$ cat src/pkg/tdmhw_regs.svh
`ifndef TDMHW_REGS_SVH
`define TDMHW_REGS_SVH
// byte offsets on the register bus
`define TDMHW_OFF_CTRL 6'h00
`define TDMHW_OFF_TIMING 6'h04
`define TDMHW_OFF_RXSEL_A 6'h08
`define TDMHW_OFF_RXSEL_B 6'h0C
`define TDMHW_OFF_TXSEL_A 6'h10
`define TDMHW_OFF_TXSEL_B 6'h14
`define TDMHW_OFF_RXDATA 6'h18
`define TDMHW_OFF_TXDATA 6'h1C
`define TDMHW_OFF_STATUS 6'h20
`define TDMHW_OFF_DMACTL 6'h24
`define TDMHW_OFF_RXBASE 6'h28
`define TDMHW_OFF_TXBASE 6'h2C
`define TDMHW_OFF_DMAPOS 6'h30
// control bits
`define TDMHW_C_EN 0
`define TDMHW_C_SLEEP 1
`define TDMHW_C_CLK_MST 2
`define TDMHW_C_FS_MST 3
`define TDMHW_C_MODE2X 4
`define TDMHW_C_TX_LSB 5
`define TDMHW_C_RX_LSB 6
`define TDMHW_C_FS_EDGE 7
`define TDMHW_C_RX_EDGE 8
`define TDMHW_C_TX_EDGE 9
`define TDMHW_C_RX_FSPOL 10
`define TDMHW_C_FS_OUTPOL 11
// timing fields
`define TDMHW_T_HSLOT 0
`define TDMHW_T_RXOFF 8
`define TDMHW_T_TXOFF 12
`define TDMHW_T_CLKDIV 16
`define TDMHW_T_FSW 24
// dma control fields
`define TDMHW_D_CIRC 2
`define TDMHW_D_SIZE 16
// status bits: rx word a/b, rx half, rx end, tx half, tx end
`define TDMHW_S_RXW 0
`define TDMHW_S_DMA 2
// reset values and writable masks
`define TDMHW_CTRL_RST 32'h0000_0000
`define TDMHW_TIMING_RST 32'h0061_0003
`define TDMHW_CTRL_MASK 32'h0000_0FFF
`define TDMHW_TIMING_MASK 32'h0FFF_FF1F
`define TDMHW_SEL_MASK 32'h9F9F_9F9F
`define TDMHW_DMACTL_MASK 32'h1FFF_000F
`define TDMHW_BASE_MASK 32'hFFFF_FFFC
`endif

$ cat src/pkg/tdmhw_pkg.sv
`default_nettype none
package tdmhw_pkg;
   typedef enum logic [1:0] {
      DMA_IDLE = 2'b00,
      DMA_ARM = 2'b01,
      DMA_BUSY = 2'b10
   } tdmhw_dma_st_t;
endpackage
`default_nettype wire

$ cat src/logic/tdmhw_port.sv
// Design decisions made here: the Avalon-MM interface to the registers and the register offsets.
`timescale 1ns/1ps
`default_nettype none
`include "tdmhw_regs.svh"
// Notes on behaviour
// - four link signals: bit clock, frame sync, tx data out, rx data in
// - even slot count up to 64, eight bits per slot
// - four rx and four tx slots selectable per half-frame, others ignored
// - tx data driven only in active tx slots, never while sleeping
// - bit rate and frame rate set by divider and slot count
// - rx and tx dma channels, circular or one-shot
// - dma flags at half-buffer and end of buffer
// - dma buffer up to 32 Kbytes, rx and tx bases independent
// - cpu may read and write samples directly, bypassing dma
// - frame sync driven as master, followed as slave
// - bit clock driven as master, followed as slave
// - master divides core clock; slave tracks external edges
// - 1x or 2x bit clocks per data bit
// - msb or lsb first, separately for tx and rx
// - sync sampled on rising edge when 1, falling when 0
// - rx data sampled on rising edge when 1, falling when 0
// - tx data launched on rising edge when 1, falling when 0
// - rx edge count 2N or 2N-1 in 1x, 2N+2 or 2N+1 in 2x
// - tx edge count 2N when edges match, otherwise 2N-1
// - master sync pulse width and polarity programmable
// - rx sync polarity 1 selects active-low sync
// - two 32-bit holding registers per direction used ping-pong
// - flag raised when rx holding word a or b completes
module tdmhw_port #(
   parameter int EW = 12,
   parameter int BW = 13
)(
   input wire logic i_ref_clk,
   input wire logic i_sys_rst,
   input wire logic [5:0] i_avs_address,
   input wire logic i_avs_read,
   input wire logic i_avs_write,
   input wire logic [31:0] i_avs_writedata,
   output logic [31:0] o_avs_readdata,
   output logic o_avs_waitrequest,
   input wire logic i_bit_clk,
   output logic o_bit_clk,
   output logic o_bit_clk_oe,
   input wire logic i_frame_sync,
   output logic o_frame_sync,
   output logic o_frame_sync_oe,
   input wire logic i_serial_rx_data,
   output logic o_serial_tx_data,
   output logic o_serial_tx_data_oe,
   output logic o_dma_rx_req,
   output logic [31:0] o_dma_rx_addr,
   output logic [31:0] o_dma_rx_wdata,
   input wire logic i_dma_rx_ack,
   output logic o_dma_tx_req,
   output logic [31:0] o_dma_tx_addr,
   input wire logic [31:0] i_dma_tx_rdata,
   input wire logic i_dma_tx_ack
);
   logic [31:0] ctrl_r, timing_r, dmactl_r, rx_base_r, tx_base_r;
   logic [31:0] sel_r [4];
   logic [31:0] rx_hold_r [2];
   logic [31:0] tx_hold_r [2];
   logic [5:0] status_r;
   logic [31:0] rd_mux, rdata_r;
   logic rd_done_r, wr;
   logic en, sleep, clk_mst, fs_mst, mode2x;
   logic [1:0] per_sh;
   logic [5:0] half_slots;
   logic [EW-1:0] fe, ec_r, ec_nxt, wedge;
   logic signed [EW-1:0] rx_edge_count, tx_edge_count;
   logic [7:0] div_cnt_r;
   logic bclk_r, bclk_prev_r, fs_r, fs_prev_r, edge_ev, edge_rise, sync_edge, fs_trig;
   logic [9:0] rx_pos, tx_pos;
   logic [2:0] rx_sel, tx_sel;
   logic rx_strobe, tx_strobe, rx_last, tx_last, rx_half_r, tx_half_r, tx_oe_r;
   logic [7:0] rx_shift_r, rx_byte_nxt, tx_shift_r, tx_byte;
   logic [1:0] dma_trig, dma_ack, dma_half, dma_end, dma_stop;
   logic [BW-1:0] dma_idx [2];
   logic [31:0] dma_addr_r [2];
   tdmhw_pkg::tdmhw_dma_st_t dma_st [2];

   // edges from sync point to data point, may be -1
   function automatic logic [EW-1:0] rel_of(input logic [EW-1:0] ec,
      input logic signed [EW-1:0] ce, input logic [EW-1:0] fr);
      logic signed [EW:0] d;
      d = $signed({1'b0, ec}) - ce;
      if (d < 0)
      begin
         d = d + $signed({1'b0, fr});
      end
      return d[EW-1:0];
   endfunction

   // {aligned, half, slot in half, bit}
   function automatic logic [9:0] pos_of(input logic [EW-1:0] rel, input logic [1:0] sh,
      input logic [5:0] hs);
      logic [EW-1:0] bi;
      logic [5:0] slot;
      logic hb;
      bi = rel >> sh;
      slot = bi[8:3];
      hb = (slot >= hs);
      pos_of = {((rel & ((EW'(1) << sh) - EW'(1))) == '0), hb,
         hb ? 5'(slot - hs) : slot[4:0], bi[2:0]};
   endfunction

   // {hit, lane}: which of four entries picks this slot
   function automatic logic [2:0] sel_hit(input logic [31:0] s, input logic [4:0] sih);
      sel_hit = 3'h0;
      for (int k = 0; k < 4; k++)
      begin
         if (s[8*k+7] && s[8*k +: 5] == sih)
         begin
            sel_hit = {1'b1, 2'(k)};
         end
      end
   endfunction

   assign en = ctrl_r[`TDMHW_C_EN];
   assign sleep = ctrl_r[`TDMHW_C_SLEEP];
   assign clk_mst = ctrl_r[`TDMHW_C_CLK_MST];
   assign fs_mst = ctrl_r[`TDMHW_C_FS_MST];
   assign mode2x = ctrl_r[`TDMHW_C_MODE2X];
   assign per_sh = mode2x ? 2'h2 : 2'h1;
   assign half_slots = {1'b0, timing_r[`TDMHW_T_HSLOT +: 5]} + 6'h01;
   assign fe = EW'(half_slots) << (3'h4 + 3'(per_sh));
   assign wedge = EW'({1'b0, timing_r[`TDMHW_T_FSW +: 4]} + 5'h01) << per_sh;
   assign rx_edge_count = EW'(int'({timing_r[`TDMHW_T_RXOFF +: 4], 1'b0}) + (mode2x ? 2 : 0)
      - ((ctrl_r[`TDMHW_C_FS_EDGE] == ctrl_r[`TDMHW_C_RX_EDGE]) ? 0 : 1));
   assign tx_edge_count = EW'(int'({timing_r[`TDMHW_T_TXOFF +: 4], 1'b0})
      - ((ctrl_r[`TDMHW_C_FS_EDGE] == ctrl_r[`TDMHW_C_TX_EDGE]) ? 0 : 1));

   // bus: reads take one wait state, writes none
   assign wr = i_avs_write;
   assign o_avs_waitrequest = i_avs_read & ~rd_done_r;
   assign o_avs_readdata = rdata_r;
   always_comb
   begin
      case (i_avs_address)
         `TDMHW_OFF_CTRL: rd_mux = ctrl_r;
         `TDMHW_OFF_TIMING: rd_mux = timing_r;
         `TDMHW_OFF_RXSEL_A: rd_mux = sel_r[0];
         `TDMHW_OFF_RXSEL_B: rd_mux = sel_r[1];
         `TDMHW_OFF_TXSEL_A: rd_mux = sel_r[2];
         `TDMHW_OFF_TXSEL_B: rd_mux = sel_r[3];
         `TDMHW_OFF_RXDATA: rd_mux = rx_hold_r[~rx_half_r];
         `TDMHW_OFF_TXDATA: rd_mux = tx_hold_r[~tx_half_r];
         `TDMHW_OFF_STATUS: rd_mux = {22'h0, rx_half_r, tx_half_r, 2'h0, status_r};
         `TDMHW_OFF_DMACTL: rd_mux = dmactl_r;
         `TDMHW_OFF_RXBASE: rd_mux = rx_base_r;
         `TDMHW_OFF_TXBASE: rd_mux = tx_base_r;
         `TDMHW_OFF_DMAPOS: rd_mux = {3'h0, dma_idx[1], 3'h0, dma_idx[0]};
         default: rd_mux = 32'h0000_0000;
      endcase
   end

   always_ff @(posedge i_ref_clk or posedge i_sys_rst)
   begin
      if (i_sys_rst)
      begin
         rd_done_r <= 1'b0;
         rdata_r <= 32'h0000_0000;
      end
      else
      begin
         rd_done_r <= i_avs_read & ~rd_done_r;
         if (i_avs_read && !rd_done_r)
         begin
            rdata_r <= rd_mux;
         end
      end
   end

   always_ff @(posedge i_ref_clk or posedge i_sys_rst)
   begin
      if (i_sys_rst)
      begin
         ctrl_r <= `TDMHW_CTRL_RST;
         timing_r <= `TDMHW_TIMING_RST;
         rx_base_r <= 32'h0000_0000;
         tx_base_r <= 32'h0000_0000;
         for (int k = 0; k < 4; k++)
         begin
            sel_r[k] <= 32'h0000_0000;
         end
      end
      else if (wr)
      begin
         case (i_avs_address)
            `TDMHW_OFF_CTRL: ctrl_r <= i_avs_writedata & `TDMHW_CTRL_MASK;
            `TDMHW_OFF_TIMING: timing_r <= i_avs_writedata & `TDMHW_TIMING_MASK;
            `TDMHW_OFF_RXSEL_A: sel_r[0] <= i_avs_writedata & `TDMHW_SEL_MASK;
            `TDMHW_OFF_RXSEL_B: sel_r[1] <= i_avs_writedata & `TDMHW_SEL_MASK;
            `TDMHW_OFF_TXSEL_A: sel_r[2] <= i_avs_writedata & `TDMHW_SEL_MASK;
            `TDMHW_OFF_TXSEL_B: sel_r[3] <= i_avs_writedata & `TDMHW_SEL_MASK;
            `TDMHW_OFF_RXBASE: rx_base_r <= i_avs_writedata & `TDMHW_BASE_MASK;
            `TDMHW_OFF_TXBASE: tx_base_r <= i_avs_writedata & `TDMHW_BASE_MASK;
            default: ;
         endcase
      end
   end

   // run bits are cleared by hardware when a one-shot buffer ends
   always_ff @(posedge i_ref_clk or posedge i_sys_rst)
   begin
      if (i_sys_rst)
      begin
         dmactl_r <= 32'h0000_0000;
      end
      else
      begin
         if (wr && i_avs_address == `TDMHW_OFF_DMACTL)
         begin
            dmactl_r <= i_avs_writedata & `TDMHW_DMACTL_MASK;
         end
         else
         begin
            dmactl_r[1:0] <= dmactl_r[1:0] & ~dma_stop;
         end
      end
   end

   // set wins over a write-one-to-clear in the same cycle
   always_ff @(posedge i_ref_clk or posedge i_sys_rst)
   begin
      if (i_sys_rst)
      begin
         status_r <= 6'h00;
      end
      else
      begin
         status_r <= (status_r & ~((wr && i_avs_address == `TDMHW_OFF_STATUS) ?
            i_avs_writedata[5:0] : 6'h00))
            | {dma_end[1], dma_half[1], dma_end[0], dma_half[0],
               rx_strobe & rx_last & rx_pos[8], rx_strobe & rx_last & ~rx_pos[8]};
      end
   end

   // bit clock: divider as master, edge tracking of the pin as slave
   always_ff @(posedge i_ref_clk or posedge i_sys_rst)
   begin
      if (i_sys_rst)
      begin
         div_cnt_r <= 8'h00;
         bclk_r <= 1'b0;
         bclk_prev_r <= 1'b0;
      end
      else
      begin
         bclk_prev_r <= i_bit_clk;
         if (!en || !clk_mst)
         begin
            div_cnt_r <= 8'h00;
            bclk_r <= 1'b0;
         end
         else if (div_cnt_r == timing_r[`TDMHW_T_CLKDIV +: 8])
         begin
            div_cnt_r <= 8'h00;
            bclk_r <= ~bclk_r;
         end
         else
         begin
            div_cnt_r <= div_cnt_r + 8'h01;
         end
      end
   end

   assign edge_ev = en & (clk_mst ? (div_cnt_r == timing_r[`TDMHW_T_CLKDIV +: 8])
      : (i_bit_clk ^ bclk_prev_r));
   assign edge_rise = clk_mst ? ~bclk_r : i_bit_clk;
   assign sync_edge = edge_ev & (edge_rise == ctrl_r[`TDMHW_C_FS_EDGE]);
   assign fs_trig = (i_frame_sync ^ ctrl_r[`TDMHW_C_RX_FSPOL]) & ~fs_prev_r;
   assign o_bit_clk = bclk_r;
   assign o_bit_clk_oe = en & clk_mst;
   assign o_frame_sync = fs_r;
   assign o_frame_sync_oe = en & fs_mst;

   always_comb
   begin
      if (!fs_mst && sync_edge && fs_trig)
      begin
         ec_nxt = '0;
      end
      else if (ec_r >= fe - EW'(1))
      begin
         ec_nxt = '0;
      end
      else
      begin
         ec_nxt = ec_r + EW'(1);
      end
   end

   // frame edge counter; a slave resyncs on each sync trigger
   always_ff @(posedge i_ref_clk or posedge i_sys_rst)
   begin
      if (i_sys_rst)
      begin
         ec_r <= '0;
         fs_prev_r <= 1'b0;
         fs_r <= 1'b0;
      end
      else if (!en)
      begin
         ec_r <= '0;
         fs_prev_r <= 1'b0;
         fs_r <= ctrl_r[`TDMHW_C_FS_OUTPOL];
      end
      else if (edge_ev)
      begin
         ec_r <= ec_nxt;
         fs_r <= (ec_nxt < wedge) ^ ctrl_r[`TDMHW_C_FS_OUTPOL];
         if (sync_edge)
         begin
            fs_prev_r <= i_frame_sync ^ ctrl_r[`TDMHW_C_RX_FSPOL];
         end
      end
   end

   assign rx_pos = pos_of(rel_of(ec_r, rx_edge_count, fe), per_sh, half_slots);
   assign tx_pos = pos_of(rel_of(ec_r, tx_edge_count, fe), per_sh, half_slots);
   assign rx_sel = sel_hit(sel_r[{1'b0, rx_pos[8]}], rx_pos[7:3]);
   assign tx_sel = sel_hit(sel_r[{1'b1, tx_pos[8]}], tx_pos[7:3]);
   assign rx_strobe = edge_ev & (edge_rise == ctrl_r[`TDMHW_C_RX_EDGE]) & rx_pos[9];
   assign tx_strobe = edge_ev & (edge_rise == ctrl_r[`TDMHW_C_TX_EDGE]) & tx_pos[9];
   assign rx_last = (rx_pos[2:0] == 3'h7) && (rx_pos[7:3] == 5'(half_slots - 6'h01));
   assign tx_last = (tx_pos[2:0] == 3'h7) && (tx_pos[7:3] == 5'(half_slots - 6'h01));
   assign rx_byte_nxt = ctrl_r[`TDMHW_C_RX_LSB] ? {i_serial_rx_data, rx_shift_r[7:1]}
      : {rx_shift_r[6:0], i_serial_rx_data};
   assign tx_byte = tx_hold_r[tx_pos[8]][{tx_sel[1:0], 3'h0} +: 8];

   // rx: half flips as its last bit lands, so the cpu sees the finished word
   always_ff @(posedge i_ref_clk or posedge i_sys_rst)
   begin
      if (i_sys_rst)
      begin
         rx_shift_r <= 8'h00;
         rx_half_r <= 1'b0;
         rx_hold_r[0] <= 32'h0000_0000;
         rx_hold_r[1] <= 32'h0000_0000;
      end
      else if (rx_strobe)
      begin
         rx_shift_r <= rx_byte_nxt;
         rx_half_r <= rx_pos[8] ^ rx_last;
         if (rx_pos[2:0] == 3'h7 && rx_sel[2])
         begin
            rx_hold_r[rx_pos[8]][{rx_sel[1:0], 3'h0} +: 8] <= rx_byte_nxt;
         end
      end
   end

   // tx: bytes leave msb first from the shift register, reversed for lsb first
   always_ff @(posedge i_ref_clk or posedge i_sys_rst)
   begin
      if (i_sys_rst)
      begin
         tx_shift_r <= 8'h00;
         tx_half_r <= 1'b0;
         tx_oe_r <= 1'b0;
         o_serial_tx_data <= 1'b0;
      end
      else if (!en || sleep)
      begin
         tx_oe_r <= 1'b0;
         tx_half_r <= 1'b0;
      end
      else if (tx_strobe)
      begin
         tx_oe_r <= tx_sel[2];
         tx_half_r <= tx_pos[8] ^ tx_last;
         if (tx_pos[2:0] == 3'h0)
         begin
            o_serial_tx_data <= ctrl_r[`TDMHW_C_TX_LSB] ? tx_byte[0] : tx_byte[7];
            tx_shift_r <= ctrl_r[`TDMHW_C_TX_LSB] ? {tx_byte[1], tx_byte[2], tx_byte[3],
               tx_byte[4], tx_byte[5], tx_byte[6], tx_byte[7], 1'b0}
               : {tx_byte[6:0], 1'b0};
         end
         else
         begin
            o_serial_tx_data <= tx_shift_r[7];
            tx_shift_r <= {tx_shift_r[6:0], 1'b0};
         end
      end
   end
   assign o_serial_tx_data_oe = tx_oe_r;

   // the free tx half is written by the cpu or the dma channel
   always_ff @(posedge i_ref_clk or posedge i_sys_rst)
   begin
      if (i_sys_rst)
      begin
         tx_hold_r[0] <= 32'h0000_0000;
         tx_hold_r[1] <= 32'h0000_0000;
      end
      else if (o_dma_tx_req && i_dma_tx_ack)
      begin
         tx_hold_r[~tx_half_r] <= i_dma_tx_rdata;
      end
      else if (wr && i_avs_address == `TDMHW_OFF_TXDATA)
      begin
         tx_hold_r[~tx_half_r] <= i_avs_writedata;
      end
   end

   // channel 0 stores rx words, channel 1 fetches tx words, one word per half-frame
   assign dma_trig = {tx_strobe & tx_last, rx_strobe & rx_last};
   assign dma_ack = {i_dma_tx_ack, i_dma_rx_ack};
   for (genvar ch = 0; ch < 2; ch++)
   begin : g_dma
      logic [BW-1:0] size, nxt;
      logic busy_ack;
      assign size = dmactl_r[`TDMHW_D_SIZE +: BW];
      assign nxt = dma_idx[ch] + BW'(1);
      assign busy_ack = (dma_st[ch] == tdmhw_pkg::DMA_BUSY) & dma_ack[ch];
      assign dma_half[ch] = busy_ack & (nxt == (size >> 1));
      assign dma_end[ch] = busy_ack & (nxt == size);
      assign dma_stop[ch] = dma_end[ch] & ~dmactl_r[`TDMHW_D_CIRC + ch];
      always_ff @(posedge i_ref_clk or posedge i_sys_rst)
      begin
         if (i_sys_rst)
         begin
            dma_st[ch] <= tdmhw_pkg::DMA_IDLE;
            dma_idx[ch] <= '0;
            dma_addr_r[ch] <= 32'h0000_0000;
         end
         else if (!dmactl_r[ch])
         begin
            dma_st[ch] <= tdmhw_pkg::DMA_IDLE;
            dma_idx[ch] <= '0;
         end
         else
         begin
            case (dma_st[ch])
               tdmhw_pkg::DMA_IDLE:
               begin
                  if (dma_trig[ch])
                  begin
                     dma_st[ch] <= tdmhw_pkg::DMA_ARM;
                  end
               end
               tdmhw_pkg::DMA_ARM:
               begin
                  dma_st[ch] <= tdmhw_pkg::DMA_BUSY;
                  dma_addr_r[ch] <= (ch == 0 ? rx_base_r : tx_base_r)
                     + 32'({dma_idx[ch], 2'h0});
               end
               tdmhw_pkg::DMA_BUSY:
               begin
                  if (dma_ack[ch])
                  begin
                     dma_st[ch] <= tdmhw_pkg::DMA_IDLE;
                     dma_idx[ch] <= dma_end[ch] ? '0 : nxt;
                  end
               end
               default: dma_st[ch] <= tdmhw_pkg::DMA_IDLE;
            endcase
         end
      end
   end

   always_ff @(posedge i_ref_clk or posedge i_sys_rst)
   begin
      if (i_sys_rst)
      begin
         o_dma_rx_wdata <= 32'h0000_0000;
      end
      else if (dma_st[0] == tdmhw_pkg::DMA_ARM)
      begin
         o_dma_rx_wdata <= rx_hold_r[~rx_half_r];
      end
   end
   assign o_dma_rx_req = dma_st[0] == tdmhw_pkg::DMA_BUSY;
   assign o_dma_tx_req = dma_st[1] == tdmhw_pkg::DMA_BUSY;
   assign o_dma_rx_addr = dma_addr_r[0];
   assign o_dma_tx_addr = dma_addr_r[1];

   property p_tx_quiet;
      @(posedge i_ref_clk) disable iff (i_sys_rst)
      $past(!en || sleep) |-> !o_serial_tx_data_oe;
   endproperty
   a_tx_quiet: assert property (p_tx_quiet) else $error("tx driven while off");
   property p_pins_off;
      @(posedge i_ref_clk) disable iff (i_sys_rst)
      !en |-> !o_bit_clk_oe && !o_frame_sync_oe;
   endproperty
   a_pins_off: assert property (p_pins_off) else $error("pin driven while off");
   property p_rd_wait;
      @(posedge i_ref_clk) disable iff (i_sys_rst)
      $rose(i_avs_read) |-> o_avs_waitrequest ##1 !o_avs_waitrequest;
   endproperty
   a_rd_wait: assert property (p_rd_wait) else $error("read answer not after one wait");
   property p_resync;
      @(posedge i_ref_clk) disable iff (i_sys_rst)
      en && !fs_mst && sync_edge && fs_trig |=> ec_r == '0;
   endproperty
   a_resync: assert property (p_resync) else $error("slave frame not resynced");
   property p_ec_range;
      @(posedge i_ref_clk) disable iff (i_sys_rst)
      edge_ev |=> ec_r < fe || $changed(timing_r) || $changed(ctrl_r);
   endproperty
   a_ec_range: assert property (p_ec_range) else $error("edge count past frame");
   property p_rxw_flag;
      @(posedge i_ref_clk) disable iff (i_sys_rst)
      rx_strobe && rx_last |=> status_r[rx_half_r ^ 1'b1];
   endproperty
   a_rxw_flag: assert property (p_rxw_flag) else $error("rx word flag missing");
   property p_dma_hold;
      @(posedge i_ref_clk) disable iff (i_sys_rst)
      o_dma_rx_req && !i_dma_rx_ack && dmactl_r[0] |=> o_dma_rx_req && $stable(o_dma_rx_addr);
   endproperty
   a_dma_hold: assert property (p_dma_hold) else $error("rx dma request dropped");
   property p_one_shot;
      @(posedge i_ref_clk) disable iff (i_sys_rst)
      dma_stop[0] && !wr |=> !dmactl_r[0] ##1 !o_dma_rx_req;
   endproperty
   a_one_shot: assert property (p_one_shot) else $error("one-shot rx dma kept running");
   property p_clk_div;
      @(posedge i_ref_clk) disable iff (i_sys_rst)
      en && clk_mst && $changed(bclk_r) && $stable(timing_r) |-> $past(edge_ev);
   endproperty
   a_clk_div: assert property (p_clk_div) else $error("bit clock toggled off count");
endmodule
`default_nettype wire

$ cat config.mk
export PLATFORM = sky130hd
export DESIGN_NAME = tdmhw_port
export DESIGN_NICKNAME = d
export VERILOG_FILES = /design/src/pkg/tdmhw_pkg.sv /design/src/logic/tdmhw_port.sv
export VERILOG_INCLUDE_DIRS = /design/src /design/src/pkg
export SDC_FILE = /design/constraint.sdc
export NUM_CORES = 2
export LEC_CHECK = 0
export BUFFER_PORTS_ARGS = -buffer_cell sky130_fd_sc_hd__buf_2
export CAP_MARGIN = 10
export CORE_MARGIN = 2
export CORE_UTILIZATION = 30
export CTS_CLUSTER_DIAMETER = 30
export CTS_CLUSTER_SIZE = 10
export DETAILED_ROUTE_END_ITERATION = 7
export GPL_TIMING_DRIVEN = 0
export RECOVER_POWER = 100
export SYNTH_ARGS = -nofsm -noshare
export SYNTH_HDL_FRONTEND = slang
export SYNTH_SLANG_ARGS = --single-unit
$ cat constraint.sdc
create_clock -name i_ref_clk -period 23.7 [get_ports i_ref_clk]
set_clock_uncertainty 0.15 [all_clocks]
set_input_delay 2.37 -clock i_ref_clk [delete_from_list [all_inputs] [get_ports i_ref_clk]]
set_output_delay 2.37 -clock i_ref_clk [all_outputs]
set_load 0.01 [all_outputs]
==> flow_metrics.tcl <==
set metrics [dict create \
    path_cells "buf_2 > clkinvlp_2 > clkbuf_1 > clkbuf_1" \
    worstPathArrival_ns 13.58 \
    final_max_slew_viol_count 432 \
    cts_setup_buffers 0 \
    max_cap_viol_count 5 \
    peakVddDrop_uv 96.6 \
    place_area_um2 34600 \
    grt_max_degree 127 \
    layout.nets 3737 \
    syn_avg_cell_area_um2 9.98 \
    routed_wl_um 137000 \
    r2r-start "ctrl_r[4]" \
    ys_seq_elements 542 \
    worstReg2RegEnd "rx_hold_r[9]" \
    setup_violations 0 \
    route.detailed.drc 1 \
    reg2reg_depth 41 \
    min_from "o_avs_readdata[16]" \
    viasPerCell 5.55 \
    worstSetupStartpointType "input port" \
    numCtsBuffers 147 \
    cts_root_buffer "clkbuf_16" \
    ctsHtreeMaxLevel 4 \
    fp.dieW_um 329 \
    ys_seq_area_share_pct 42.9 \
    synth-edff-count 0 \
    crit_slowest_cell "clkbuf_1" \
    area_growth_pct 25.2 \
    finalPower_mw 4.93 \
    synth_cells 3171 \
    std_cell_rows 119 \
    gr-usage-all-layers_pct 24.9 \
    vias 28100 \
    finalHoldViolations 0 \
    postCtsHoldBufs 0 \
    critical_path_required_ns 22.86 \
    routedWlPerCell_um 27.0 \
    clkTransAtPathRegs_ns 0.05 \
    cts_tree "yes" \
    cts_resized 0 \
    io_buffers 209 \
    swShare_pct 37.7 \
    dieArea_um2 108000 \
    rrSetupSlack_ns 11.72 \
    synth_compound_area_share_pct 15.3 \
    drtIter0Drc 3523 \
    p_comb_share_pct 34.7 \
    ys_types 96 \
    grt_pass1_vias 27300 \
    grt_setup_unrepaired "false" \
    start_util_pct 30.1 \
    synth_top_family_by_area "compound AO/OA/AOI/OAI gates" \
    yosys.area.top_type_share_pct 42.5 \
    cp_max_fo 119 \
    yosys-top-cells-area "dfrtp_1 42%, mux2_2 9.5%, o21ai_0 4.4%" \
    yosys_warnings 0 \
    place_hpwl_um 104000 \
    stdcell_area_um2 39600 \
    slowest_delay_ns 4.56 \
    synth_top_area_cell "dfrtp_1" \
    min_path_cells 1 \
    layout-drive-gt1-share_pct 17.8 \
    fmax_mhz 69.4 \
    synthMuxAreaShare_pct 14.0 \
    clockPowerShare_pct 43.0 \
    synth-adder-area-share_pct 4.80 \
    status "complete, but fails checks" \
    clockBufferDepth 3 \
    holdPathEnd "o_avs_readdata[16]" \
    synthSimpleGateAreaFrac_pct 12.1 \
    core_um2 105000 \
    ant_nets 0 \
    async_flop_share_pct 100 \
    p_int_mw 3.07 \
    yosysMostFrequentCell "dfrtp_1" \
    tightestPinTransition_ns 6.46 \
    synthFlopType "dfrtp_1" \
    nFillCells 10500 \
    grt_first_pass_wirelength_um 194000 \
    p_switching_mw 1.86 \
    num_io_pins 216 \
    synthXorXnorAreaFrac_pct 7.58 \
    finalCritPeriodShare_pct 60.8 \
    synth_common_cells "537 x dfrtp_1, 354 x nand2_1, 276 x o21ai_0" \
    leakage_nw 17.2 \
    seqPwrFrac_pct 22.3 \
    die_h_um 329 \
    synth_area_um2 31600 \
    hold_path_class "register to register" \
    antenna_found_initial 12 \
    path_class "input port to async pin" \
    insertion_delay_ns 0.76 \
    slew_headroom_pct -331 \
    violations "DRC, capacitance limit, slew limit" \
    routabilityCongestion 1.01 \
    crit_path_frequent_cell "clkbuf_1" \
    period_minus_slack_ns 14.42 \
    overflow 0 \
    clock-sinks 542 \
    power.density_nw_per_um2 124 \
    drtPass1Iterations 8 \
    finalSetupTns_ns 0 \
    end_kind "async pin" \
]
==> power groups by stage <==
| stage | clock network [mW] | registers (mW) | logic (mW) |
|---|---|---|---|
| 2_1_floorplan | 0 | 1.06 | 1.18 |
| 3_3_place_gp | 0 | 1.10 | 1.66 |
| 3_5_place_dp | 0 | 1.10 | 1.68 |
| 4_1_cts | 2.13 | 1.09 | 1.69 |
| 5_1_grt | 2.19 | 1.10 | 1.83 |
| 6_report | 2.12 | 1.10 | 1.71 |
==> final cells by class <==
class	count	area (um2)	area share, %
clock inverters	92	1320	3.34
plain buffers	178	701	1.77
flip-flops and latches	542	13600	34.3
clock buffers	180	4020	10.1
diodes	5	12.5	0.0316
well taps	1391	1740	4.39
repair buffers	216	937	2.37
multi-input cells	2370	17000	42.9
inverters	87	328	0.828
==> worst max path at each step <==
stage	start	to	slack, ns	cells past startpoint
6_report	i_sys_rst	o_dma_rx_addr[29]	9.28	4
5_1_grt	i_sys_rst	o_dma_tx_addr[6]	6.94	4
4_1_cts	ctrl_r[4]	rx_hold_r[9]	12.11	36
3_5_place_dp	ctrl_r[4]	rx_hold_r[9]	12.21	36
3_3_place_gp	i_sys_rst	o_dma_rx_addr[11]	-0.87	2
2_1_floorplan	i_sys_rst	bclk_prev_r	6.04	1
==> registers in the layout, summed over array words and instances, names as in the netlist, 26 cells and up <==
register and flops:
o_dma_rx_addr 30, rx_base_r 30, sel_r 96, o_dma_rx_wdata 32, o_avs_readdata 32, o_dma_tx_addr 30, tx_base_r 30, rx_hold_r 64
tx_hold_r 64, dma_idx 26
==> metal layers <==
layer / global-route usage, % / vias to the layer above / wire length [um]
met5: 0 / - / 51
met4: 11.3 / 8 / 6140
met3: 7.67 / 294 / 14300
met2: 37.4 / 1412 / 60000
met1: 32.6 / 14200 / 56400
li1: - / 12200 / -
==> worst max-delay path: cells and delay by family <==
family | cells | cell delay [ns]
buffers and inverters | 4 | 10.86
==> through the flow <==
stage | utilization, % | worst slack, ns | hold slack, ns | cells
after global routing | 37.7 | 6.94 | 0.331 | 5057
final | 37.7 | 9.28 | 0.320 | 5061
after detailed placement | 32.9 | 12.21 | 0.313 | 4782
after CTS | 38.0 | 12.11 | 0.324 | 5054
after global placement | 32.8 | -0.874 | 0.307 | 4777
after floorplan | - | 6.04 | 0.279 | 3177
==> kinds of logic (layout without fill, tap and decap cells) <==
kind of cell	Yosys count	in the layout
AND/OR/NAND/NOR	830	830
other	2	13
buffers and inverters	265	753
flip-flops	542	542
XOR/XNOR	272	272
adder cells (fa/ha/maj)	116	116
AO/OA/AOI/OAI	746	746
multiplexers	398	398
==> cells in the final DEF, fill, tap and decap left out, types with 123 or more instances in the layout <==
master | synthesis | final
mux2_2 | 268 | 266
xnor2_1 | 148 | 148
clkbuf_16 | 0 | 149
nor2_1 | 166 | 166
xor2_1 | 122 | 123
a21oi_1 | 152 | 154
nand2_1 | 354 | 354
o21ai_0 | 276 | 279
clkbuf_1 | 152 | 312
dfrtp_1 | 537 | 537
(Power assumes the default switching activity.)
